===== config.mk =====
export PLATFORM = sky130hd
export DESIGN_NAME = pair_timer
export DESIGN_NICKNAME = d
export VERILOG_FILES = /design/src/pkg/pair_timer_pkg.sv /design/src/hw/pin_sync_edge.sv /design/src/hw/prescale_div.sv /design/src/hw/pair_timer.sv
export SDC_FILE = /design/constraint.sdc
export NUM_CORES = 1
export LEC_CHECK = 0
export BUFFER_PORTS_ARGS = -buffer_cell sky130_fd_sc_hd__buf_2
export CORE_MARGIN = 2
export CORE_UTILIZATION = 54
export DETAILED_ROUTE_END_ITERATION = 8
export PLACE_DENSITY = 0.77
export SLEW_MARGIN = 5
export SYNTH_ARGS = -nofsm -noshare
export SYNTH_HDL_FRONTEND = slang
export SYNTH_HIERARCHICAL = 1
export SYNTH_SLANG_ARGS = --single-unit

===== constraint.sdc =====
create_clock -name core_clk -period 3.9 [get_ports core_clk]
set_clock_uncertainty 0.1 [all_clocks]
set_input_delay 0.585 -clock core_clk [delete_from_list [all_inputs] [get_ports core_clk]]
set_output_delay 0.585 -clock core_clk [all_outputs]
set_load 0.1 [all_outputs]

===== src/pkg/pair_timer_pkg.sv =====
// shared constants for the paired 16/32-bit timer
package pair_timer_pkg;

   // ******************************
   // register word addresses
   // ******************************
   localparam logic [3:0] ADDR_CTRL      = 4'h0;
   localparam logic [3:0] ADDR_CNT_LOW   = 4'h1;
   localparam logic [3:0] ADDR_CNT_HIGH  = 4'h2;
   localparam logic [3:0] ADDR_PER_LOW   = 4'h3;
   localparam logic [3:0] ADDR_PER_HIGH  = 4'h4;
   localparam logic [3:0] ADDR_STATUS    = 4'h5;

   // ******************************
   // control field positions
   // ******************************
   localparam int RUN_BIT      = 15;
   localparam int IDLE_BIT     = 13;
   localparam int ECS_LSB      = 8;
   localparam int GATE_BIT     = 6;
   localparam int PRESC_LSB    = 4;
   localparam int WIDE_BIT     = 3;
   localparam int CS_BIT       = 1;
   localparam logic [15:0] CTRL_MASK = 16'hA37A;
   localparam logic [15:0] CTRL_RESET = 16'h0000;

   // ******************************
   // status bit positions
   // ******************************
   localparam int ST_LOW_FLAG  = 0;
   localparam int ST_HIGH_FLAG = 1;

   // ******************************
   // reset values and clock source codes
   // ******************************
   localparam logic [15:0] PERIOD_RESET = 16'hFFFF;
   localparam logic [15:0] COUNT_RESET  = 16'h0000;
   localparam logic [1:0]  SRC_SECONDARY_OSC     = 2'h0;
   localparam logic [1:0]  SRC_UPPER    = 2'h1;
   localparam logic [1:0]  SRC_LOW_POWER_RC_OSC     = 2'h2;
   localparam logic [1:0]  SRC_GENERIC  = 2'h3;
   localparam int          SYNC_STAGES  = 3;

   typedef enum logic [1:0] {
      BUS_IDLE,
      BUS_ACK
   } bus_state_e;

endpackage


===== src/hw/pin_sync_edge.sv =====
// three-stage pin synchroniser with agreed rising-edge pulse
`timescale 1ns/1ps
`default_nettype none
module pin_sync_edge
   import pair_timer_pkg::*;
(
   // clock and reset
   input  wire logic core_clk,
   input  wire logic resetn,
   // pin side
   input  wire logic pin,
   // core side
   output logic      level,
   output logic      rise
);
   logic [SYNC_STAGES-1:0] stage;
   logic                   agreed;

   // stage 0 feeds only stage 1; decisions use stages 1 and 2
   always_ff @(posedge core_clk or negedge resetn) begin
      if (!resetn) begin
         stage  <= '0;
         agreed <= 1'b0;
      end else begin
         stage <= {stage[SYNC_STAGES-2:0], pin};
         if (stage[1] == stage[2]) begin
            agreed <= stage[2];
         end
      end
   end

   assign level = agreed;
   assign rise  = (stage[1] == stage[2]) && stage[2] && !agreed;
endmodule
`default_nettype wire


===== src/hw/prescale_div.sv =====
// prescaler turning source ticks into count ticks
`timescale 1ns/1ps
`default_nettype none
module prescale_div
   import pair_timer_pkg::*;
(
   // clock and reset
   input  wire logic       core_clk,
   input  wire logic       resetn,
   // control
   input  wire logic       clear,
   input  wire logic [1:0] ratio,
   input  wire logic       tick_in,
   // output
   output logic            tick_out
);
   logic [7:0] cnt;
   logic [7:0] last;

   always_comb begin
      case (ratio)
         2'h0:    last = 8'h00;
         2'h1:    last = 8'h07;
         2'h2:    last = 8'h3F;
         default: last = 8'hFF;
      endcase
   end

   always_ff @(posedge core_clk or negedge resetn) begin
      if (!resetn) begin
         cnt <= 8'h00;
      end else if (clear) begin
         cnt <= 8'h00;
      end else if (tick_in) begin
         cnt <= (cnt >= last) ? 8'h00 : cnt + 8'h01;
      end
   end

   assign tick_out = tick_in && !clear && (cnt >= last);
endmodule
`default_nettype wire


===== src/hw/pair_timer.sv =====
// paired 16/32-bit timer with Avalon-MM register slave
//
// Notes on behaviour
// - pair runs as two 16-bit timers or one 32-bit timer/counter
// - control bit 3 joins the pair into one 32-bit timer
// - lower timer is the low word, upper timer the high word
// - upper timer control is ignored in 32-bit operation
// - 32-bit uses lower clock and gate, raises upper interrupt flag
// - 32-bit period: upper period high word, lower period low word
// - count registers always hold the running count, high and low
// - interrupt on count matching period, 32-bit or each 16-bit
// - converter trigger only from 32-bit pair or the upper timer
// - bit 15 runs or stops the timer, combined or single
// - bit 13 set halts the timer while the chip is idle
// - with bit 1 set, bits 9-8 choose the external count clock
// - with bit 1 clear, count at half oscillator rate
// - bit 6 gates internal-clock counting by the gate pin
// - bits 5-4 select prescale 1, 8, 64 or 256
// - control write while running resets prescale counter
// - unimplemented control bits read as zero
`timescale 1ns/1ps
`default_nettype none
module pair_timer
   import pair_timer_pkg::*;
(
   // clock and reset
   input  wire logic        core_clk,
   input  wire logic        resetn,
   // avalon-mm slave
   input  wire logic [3:0]  address,
   input  wire logic        read,
   input  wire logic        write,
   input  wire logic [31:0] writedata,
   output logic [31:0]      readdata,
   output logic             waitrequest,
   // chip-level conditions and clock sources
   input  wire logic        chip_idle,
   input  wire logic        gate_in,
   input  wire logic        generic_ext_clk_in,
   input  wire logic        upper_ext_clk_in,
   input  wire logic        low_power_rc_osc,
   input  wire logic        secondary_osc,
   // event outputs
   output logic             low_match_flag,
   output logic             upper_match_flag,
   output logic             adc_trigger
);

   // ******************************
   // state
   // ******************************
   typedef struct packed {
      bus_state_e  bus;
      logic        waitreq;
      logic [31:0] rdata;
      logic [15:0] ctrl;
      logic [15:0] upper_ctrl;
      logic [15:0] count_low_word;
      logic [15:0] count_high_word;
      logic [15:0] period_low_word;
      logic [15:0] period_high_word;
      logic        low_flag;
      logic        high_flag;
      logic        adc_pulse;
      logic        half_phase;
   } state_s;

   state_s st;
   state_s next_st;

   // ******************************
   // pin synchronisers
   // ******************************
   logic gate_lvl;
   logic gen_rise;
   logic upr_rise;
   logic low_power_rc_osc_rise;
   logic secondary_osc_rise;

   // every pin is asynchronous; only agreed rising edges are counted
   pin_sync_edge u_gate (.core_clk(core_clk), .resetn(resetn),
      .pin(gate_in), .level(gate_lvl), .rise());
   pin_sync_edge u_gen (.core_clk(core_clk), .resetn(resetn),
      .pin(generic_ext_clk_in), .level(), .rise(gen_rise));
   pin_sync_edge u_upr (.core_clk(core_clk), .resetn(resetn),
      .pin(upper_ext_clk_in), .level(), .rise(upr_rise));
   pin_sync_edge u_low_power_rc_osc (.core_clk(core_clk), .resetn(resetn),
      .pin(low_power_rc_osc), .level(), .rise(low_power_rc_osc_rise));
   pin_sync_edge u_secondary_osc (.core_clk(core_clk), .resetn(resetn),
      .pin(secondary_osc), .level(), .rise(secondary_osc_rise));

   // ******************************
   // source selection and prescale
   // ******************************
   function automatic logic pick_src(input logic [15:0] c,
                                     input logic half,
                                     input logic gate);
      logic ext;
      ext = 1'b0;
      case (c[ECS_LSB+1:ECS_LSB])
         SRC_GENERIC: ext = gen_rise;
         SRC_LOW_POWER_RC_OSC:    ext = low_power_rc_osc_rise;
         SRC_UPPER:   ext = upr_rise;
         default:     ext = secondary_osc_rise;
      endcase
      if (c[CS_BIT]) begin
         pick_src = ext;
      end else begin
         pick_src = half && (!c[GATE_BIT] || gate);
      end
   endfunction

   function automatic logic runs(input logic [15:0] c);
      runs = c[RUN_BIT] && !(c[IDLE_BIT] && chip_idle);
   endfunction

   logic wide;
   logic ctrl_wr;
   logic upr_wr;
   logic low_src;
   logic upr_src;
   logic low_tick;
   logic upr_tick;

   assign wide = st.ctrl[WIDE_BIT];
   assign ctrl_wr = write && (st.bus == BUS_IDLE)
                    && (address == ADDR_CTRL);
   assign upr_wr = write && (st.bus == BUS_IDLE)
                   && (address == ADDR_STATUS);
   assign low_src = runs(st.ctrl)
                    && pick_src(st.ctrl, st.half_phase, gate_lvl);
   // the whole upper control word is masked off while the pair is joined
   assign upr_src = !wide && runs(st.upper_ctrl)
                    && pick_src(st.upper_ctrl, st.half_phase, gate_lvl);

   // writes to a running control word clear its prescaler
   prescale_div u_low_ps (.core_clk(core_clk), .resetn(resetn),
      .clear(ctrl_wr && st.ctrl[RUN_BIT]),
      .ratio(st.ctrl[PRESC_LSB+1:PRESC_LSB]),
      .tick_in(low_src), .tick_out(low_tick));
   prescale_div u_upr_ps (.core_clk(core_clk), .resetn(resetn),
      .clear(upr_wr && st.upper_ctrl[RUN_BIT]),
      .ratio(st.upper_ctrl[PRESC_LSB+1:PRESC_LSB]),
      .tick_in(upr_src), .tick_out(upr_tick));

   // ******************************
   // next state
   // ******************************
   logic [15:0] wdata16;
   logic        match32;
   logic        match_low;
   logic        match_high;

   assign wdata16 = writedata[15:0];
   // a period of zero matches on every counted tick
   assign match32 = {st.count_high_word, st.count_low_word}
                    == {st.period_high_word, st.period_low_word};
   assign match_low  = st.count_low_word == st.period_low_word;
   assign match_high = st.count_high_word == st.period_high_word;

   // ******************************
   // match events and flag clears
   // ******************************
   logic low_hit;
   logic high_hit;
   logic status_wr;
   logic clr_low;
   logic clr_high;

   // in 32-bit mode only the combined match counts
   assign low_hit   = !wide && low_tick && match_low;
   assign high_hit  = wide ? (low_tick && match32)
                           : (upr_tick && match_high);
   // upper control and flag clears share the status word
   assign status_wr = write && (st.bus == BUS_IDLE)
                      && (address == ADDR_STATUS);
   // write-one-to-clear; a match in the same cycle keeps the flag
   assign clr_low   = status_wr && writedata[ST_LOW_FLAG];
   assign clr_high  = status_wr && writedata[ST_HIGH_FLAG];

   always_comb begin
      next_st = st;
      // internal count clock runs at half the core rate
      next_st.half_phase = !st.half_phase;
      // trigger is a single-cycle pulse; the flags hold until cleared
      next_st.adc_pulse = 1'b0;
      // answer in the cycle after a request is taken, for one cycle only
      next_st.waitreq = !((st.bus == BUS_IDLE) && (read || write));

      // counting
      if (wide) begin
         if (low_tick) begin
            if (match32) begin
               next_st.count_low_word  = COUNT_RESET;
               next_st.count_high_word = COUNT_RESET;
               next_st.high_flag = 1'b1;
               next_st.adc_pulse = 1'b1;
            end else begin
               // carry into the high word on low wrap
               {next_st.count_high_word, next_st.count_low_word} =
                  {st.count_high_word, st.count_low_word} + 32'h1;
            end
         end
      end else begin
         if (low_tick) begin
            if (match_low) begin
               next_st.count_low_word = COUNT_RESET;
               next_st.low_flag = 1'b1;
            end else begin
               next_st.count_low_word = st.count_low_word + 16'h1;
            end
         end
         if (upr_tick) begin
            if (match_high) begin
               next_st.count_high_word = COUNT_RESET;
               next_st.high_flag = 1'b1;
               next_st.adc_pulse = 1'b1;
            end else begin
               next_st.count_high_word = st.count_high_word + 16'h1;
            end
         end
      end

      // bus: answer one cycle after the request is seen
      case (st.bus)
         BUS_IDLE: begin
            if (read || write) begin
               next_st.bus = BUS_ACK;
               next_st.rdata = 32'h0;
               if (read) begin
                  if (address == ADDR_CTRL) begin
                     next_st.rdata = {16'h0, st.ctrl};
                  end else if (address == ADDR_CNT_LOW) begin
                     next_st.rdata = {16'h0, st.count_low_word};
                  end else if (address == ADDR_CNT_HIGH) begin
                     next_st.rdata = {16'h0, st.count_high_word};
                  end else if (address == ADDR_PER_LOW) begin
                     next_st.rdata = {16'h0, st.period_low_word};
                  end else if (address == ADDR_PER_HIGH) begin
                     next_st.rdata = {16'h0, st.period_high_word};
                  end else if (address == ADDR_STATUS) begin
                     next_st.rdata = {st.upper_ctrl, 14'h0,
                                      st.high_flag, st.low_flag};
                  end
               end else begin
                  // a count write beats a tick in the same cycle
                  if (address == ADDR_CTRL) begin
                     next_st.ctrl = wdata16 & CTRL_MASK;
                  end else if (address == ADDR_CNT_LOW) begin
                     next_st.count_low_word = wdata16;
                  end else if (address == ADDR_CNT_HIGH) begin
                     next_st.count_high_word = wdata16;
                  end else if (address == ADDR_PER_LOW) begin
                     next_st.period_low_word = wdata16;
                  end else if (address == ADDR_PER_HIGH) begin
                     next_st.period_high_word = wdata16;
                  end else if (address == ADDR_STATUS) begin
                     next_st.upper_ctrl = writedata[31:16]
                                          & CTRL_MASK & ~(16'h1 << WIDE_BIT);
                     // flag clears are applied below, after the counters
                  end
               end
            end
         end
         default: begin
            next_st.bus = BUS_IDLE;
         end
      endcase

      // set wins over a clear in the same cycle
      next_st.low_flag  = low_hit || (st.low_flag && !clr_low);
      next_st.high_flag = high_hit || (st.high_flag && !clr_high);
   end

   // ******************************
   // registers
   // ******************************
   // every register of the block outside the prescalers and pin synchronisers lives in the one state word
   always_ff @(posedge core_clk or negedge resetn) begin
      if (!resetn) begin
         st <= '{bus: BUS_IDLE, waitreq: 1'b1, rdata: 32'h0,
                 ctrl: CTRL_RESET,
                 upper_ctrl: CTRL_RESET, count_low_word: COUNT_RESET,
                 count_high_word: COUNT_RESET,
                 period_low_word: PERIOD_RESET,
                 period_high_word: PERIOD_RESET, low_flag: 1'b0,
                 high_flag: 1'b0, adc_pulse: 1'b0, half_phase: 1'b0};
      end else begin
         st <= next_st;
      end
   end

   assign readdata         = st.rdata;
   assign waitrequest      = st.waitreq;
   assign low_match_flag   = st.low_flag;
   assign upper_match_flag = st.high_flag;
   assign adc_trigger      = st.adc_pulse;

endmodule
`default_nettype wire


==> run_results.csv <==
group,metric,value,unit
outcome,run_status,"completed",
floorplan,die_area,0.0165,mm²
finish,n_antenna_cell,0,
global_route,grt_max_degree,92,
placement,dp_hpwl,15700,µm
sta,period_minus_slack,3.63,ns
clock_network,clock-root-buffer,"clkbuf_16",
finish,areaGrowthSynthToFinish,11.3,%
clock_network,cts_max_level,4,
drt,wl_per_cell,20.8,µm
clock_network,postCtsSetupBuffers,0,
global_route,grt_pass1_wl,34800,µm
sta,worstMarginPinSlew,0.830,ns
global_route,first_global_vias,6384,
power_and_ir_drop,peakVddDrop,0.000349,V
sta,setup_tns,0,ns
power_and_ir_drop,leakage,3.97,nW
floorplan,die_w,128,µm
finish,finalInstanceArea,0.00930,mm²
sta,setup_viol,0,
global_route,grt_overflow,0,
power_and_ir_drop,p_per_area,554,mW/mm²
global_route,track_usage,0.278,
floorplan,rows,45,
worst_setup_path,crit_required,4.11,ns
worst_setup_path,cp_max_fo,14,
sta,finalMaxSlewViolations,0,
placement,port-buffer-count,65,
drt,drt-total-wl,22000,µm
sta,maxSlewHeadroom,0.446,
floorplan,die_h,128,µm
worst_setup_path,worst_setup_path_end_kind,"flip-flop",
drt,viasPerCell,6.27,
drt,drt_iter0_drc,737,
drt,ant_nets,0,
clock_network,clock_latency,0.43,ns
synthesis,postSynthCellCount,823,
finish,layout.nets,919,
sta,timing.hold.ws,0.116,ns
sta,hold_violations,0,
drt,drc_errors,0,
job,max_cap_violations,0,
finish,final_cell_mix,"114 x dfrtp_1, 80 x nand2_1, 64 x buf_2",
clock_network,clk_pin_slew,0.06,ns
sta,fin_crit_sh,0.932,
worst_setup_path,crit_type,"flip-flop to flip-flop",
clock_network,cts.sinks,147,
drt,dr_total_vias,6642,
worst_setup_path,arrival,3.85,ns
synthesis,syn_area,0.00835,mm²
floorplan,core_area,0.0151,mm²
finish,layout_commonest_cell,"dfrtp_1",
sta,rsz0062_at_grt,"no",
placement,placed_area,0.00870,mm²
floorplan,pin_count,82,
sta,clock.fmax,0.275,GHz
clock_network,cts_buffers,17,
finish,drive_gt1_frac,0.259,
worst_setup_path,setup.worst_path.start_class,"flip-flop",
clock_network,clockBufferDepth,2,
min_path,worstHoldPathType,"input port to async pin",
finish,final_util,0.614,
synthesis,avgSynthCellArea,10.1,µm²
synthesis,yosysWarnings,6,
global_route,antenna_found_initial,0,
drt,drt-pass1-iter-count,6,
floorplan,floorplan.initialDensity,0.551,
placement,gp_congestion,0.966,
clock_network,cts_tree,"done",
cell type report:
| cell class | instances | area (µm²) |
|---|---|---|
| multi-input combinational | 590 | 4180 |
| clock buffer | 19 | 443 |
| inverter | 18 | 67.6 |
| clock inverter | 13 | 150 |
| sequential | 147 | 3720 |
| tap | 188 | 235 |
| timing repair buffer | 84 | 499 |
| fill | 1217 | 5850 |
repair_timing:
action / in CTS / in global routing
gates resized for setup: 0 / 1
endpoints found under the hold margin: 0 / 0
endpoints found under the setup margin: 0 / 7
hold buffers: 0 / 0
final timing paths:
| path | slack (ns) | depth (start not counted) | startpoint | end |
|---|---|---|---|---|
| hold / removal | 0.12 | 1 | resetn | u_secondary_osc/stage[1]$_DFF_PN0_ |
| setup / recovery | 0.27 | 15 | st[89]$_DFFE_PN0P_ | st[51]$_DFF_PN0_ |
| hold reg to reg | 0.25 | 0 | u_upr/stage[0]$_DFF_PN0_ | u_upr/stage[1]$_DFF_PN0_ |
| min in group core_clk | 0.16 | 1 | gate_in | u_gate/stage[0]$_DFF_PN0_ |
| setup reg to reg | 0.27 | 15 | st[89]$_DFFE_PN0P_ | st[51]$_DFF_PN0_ |
| max in group asynchronous | 2.75 | 2 | resetn | st[34]$_DFFE_PN1P_ |
per-stage QoR:
stage               instances  setup WS, ns  total power [mW]
CTS                      1059         0.187              5.14
floorplan                 830         0.273              3.15
global route             1059        0.0187              5.41
detailed placement       1027         0.198              3.50
global placement         1027         0.301              3.46
finish                   1059         0.267              5.15
critical path, cell delays in order, from the launching register on:
cell	delay, ns
dfrtp_1	0.47
or2_1	0.29
inv_1	0.07
ha_1	0.16
o21ai_0	0.11
a221oi_2	0.28
o21ai_2	0.17
a211oi_2	0.29
buf_12	0.18
nand4_2	0.19
nor4_4	0.31
buf_4	0.22
nand2_2	0.09
or3_1	0.36
xor2_1	0.16
o21ai_2	0.06
routing by layer:
metal | vias up | global-route usage | part of all wire
met5 | - | 0 | 0
met4 | 0 | 0.140 | 0.045
met3 | 67 | 0.0703 | 0.079
met2 | 331 | 0.422 | 0.45
met1 | 3230 | 0.373 | 0.42
li1 | 3014 | - | -
registers in the layout, indices dropped and copies added (netlist names), 3 cells and up:
signal                    cells
u_low_power_rc_osc/stage      3
u_gate/stage                  3
u_secondary_osc/stage         3
u_low_ps/cnt                  8
st                           83
u_upr_ps/cnt                  8
u_upr/stage                   3
u_gen/stage                   3
readdata                     24
power breakdown:
part	switching (mW)	total, mW	internal (mW)	leakage, nW
clock network	0.663	1.63	0.966	0.273
registers	0.411	2.22	1.81	1.81
logic	0.747	1.30	0.553	1.89
No activity file was read; power rests on OpenSTA's default activity.
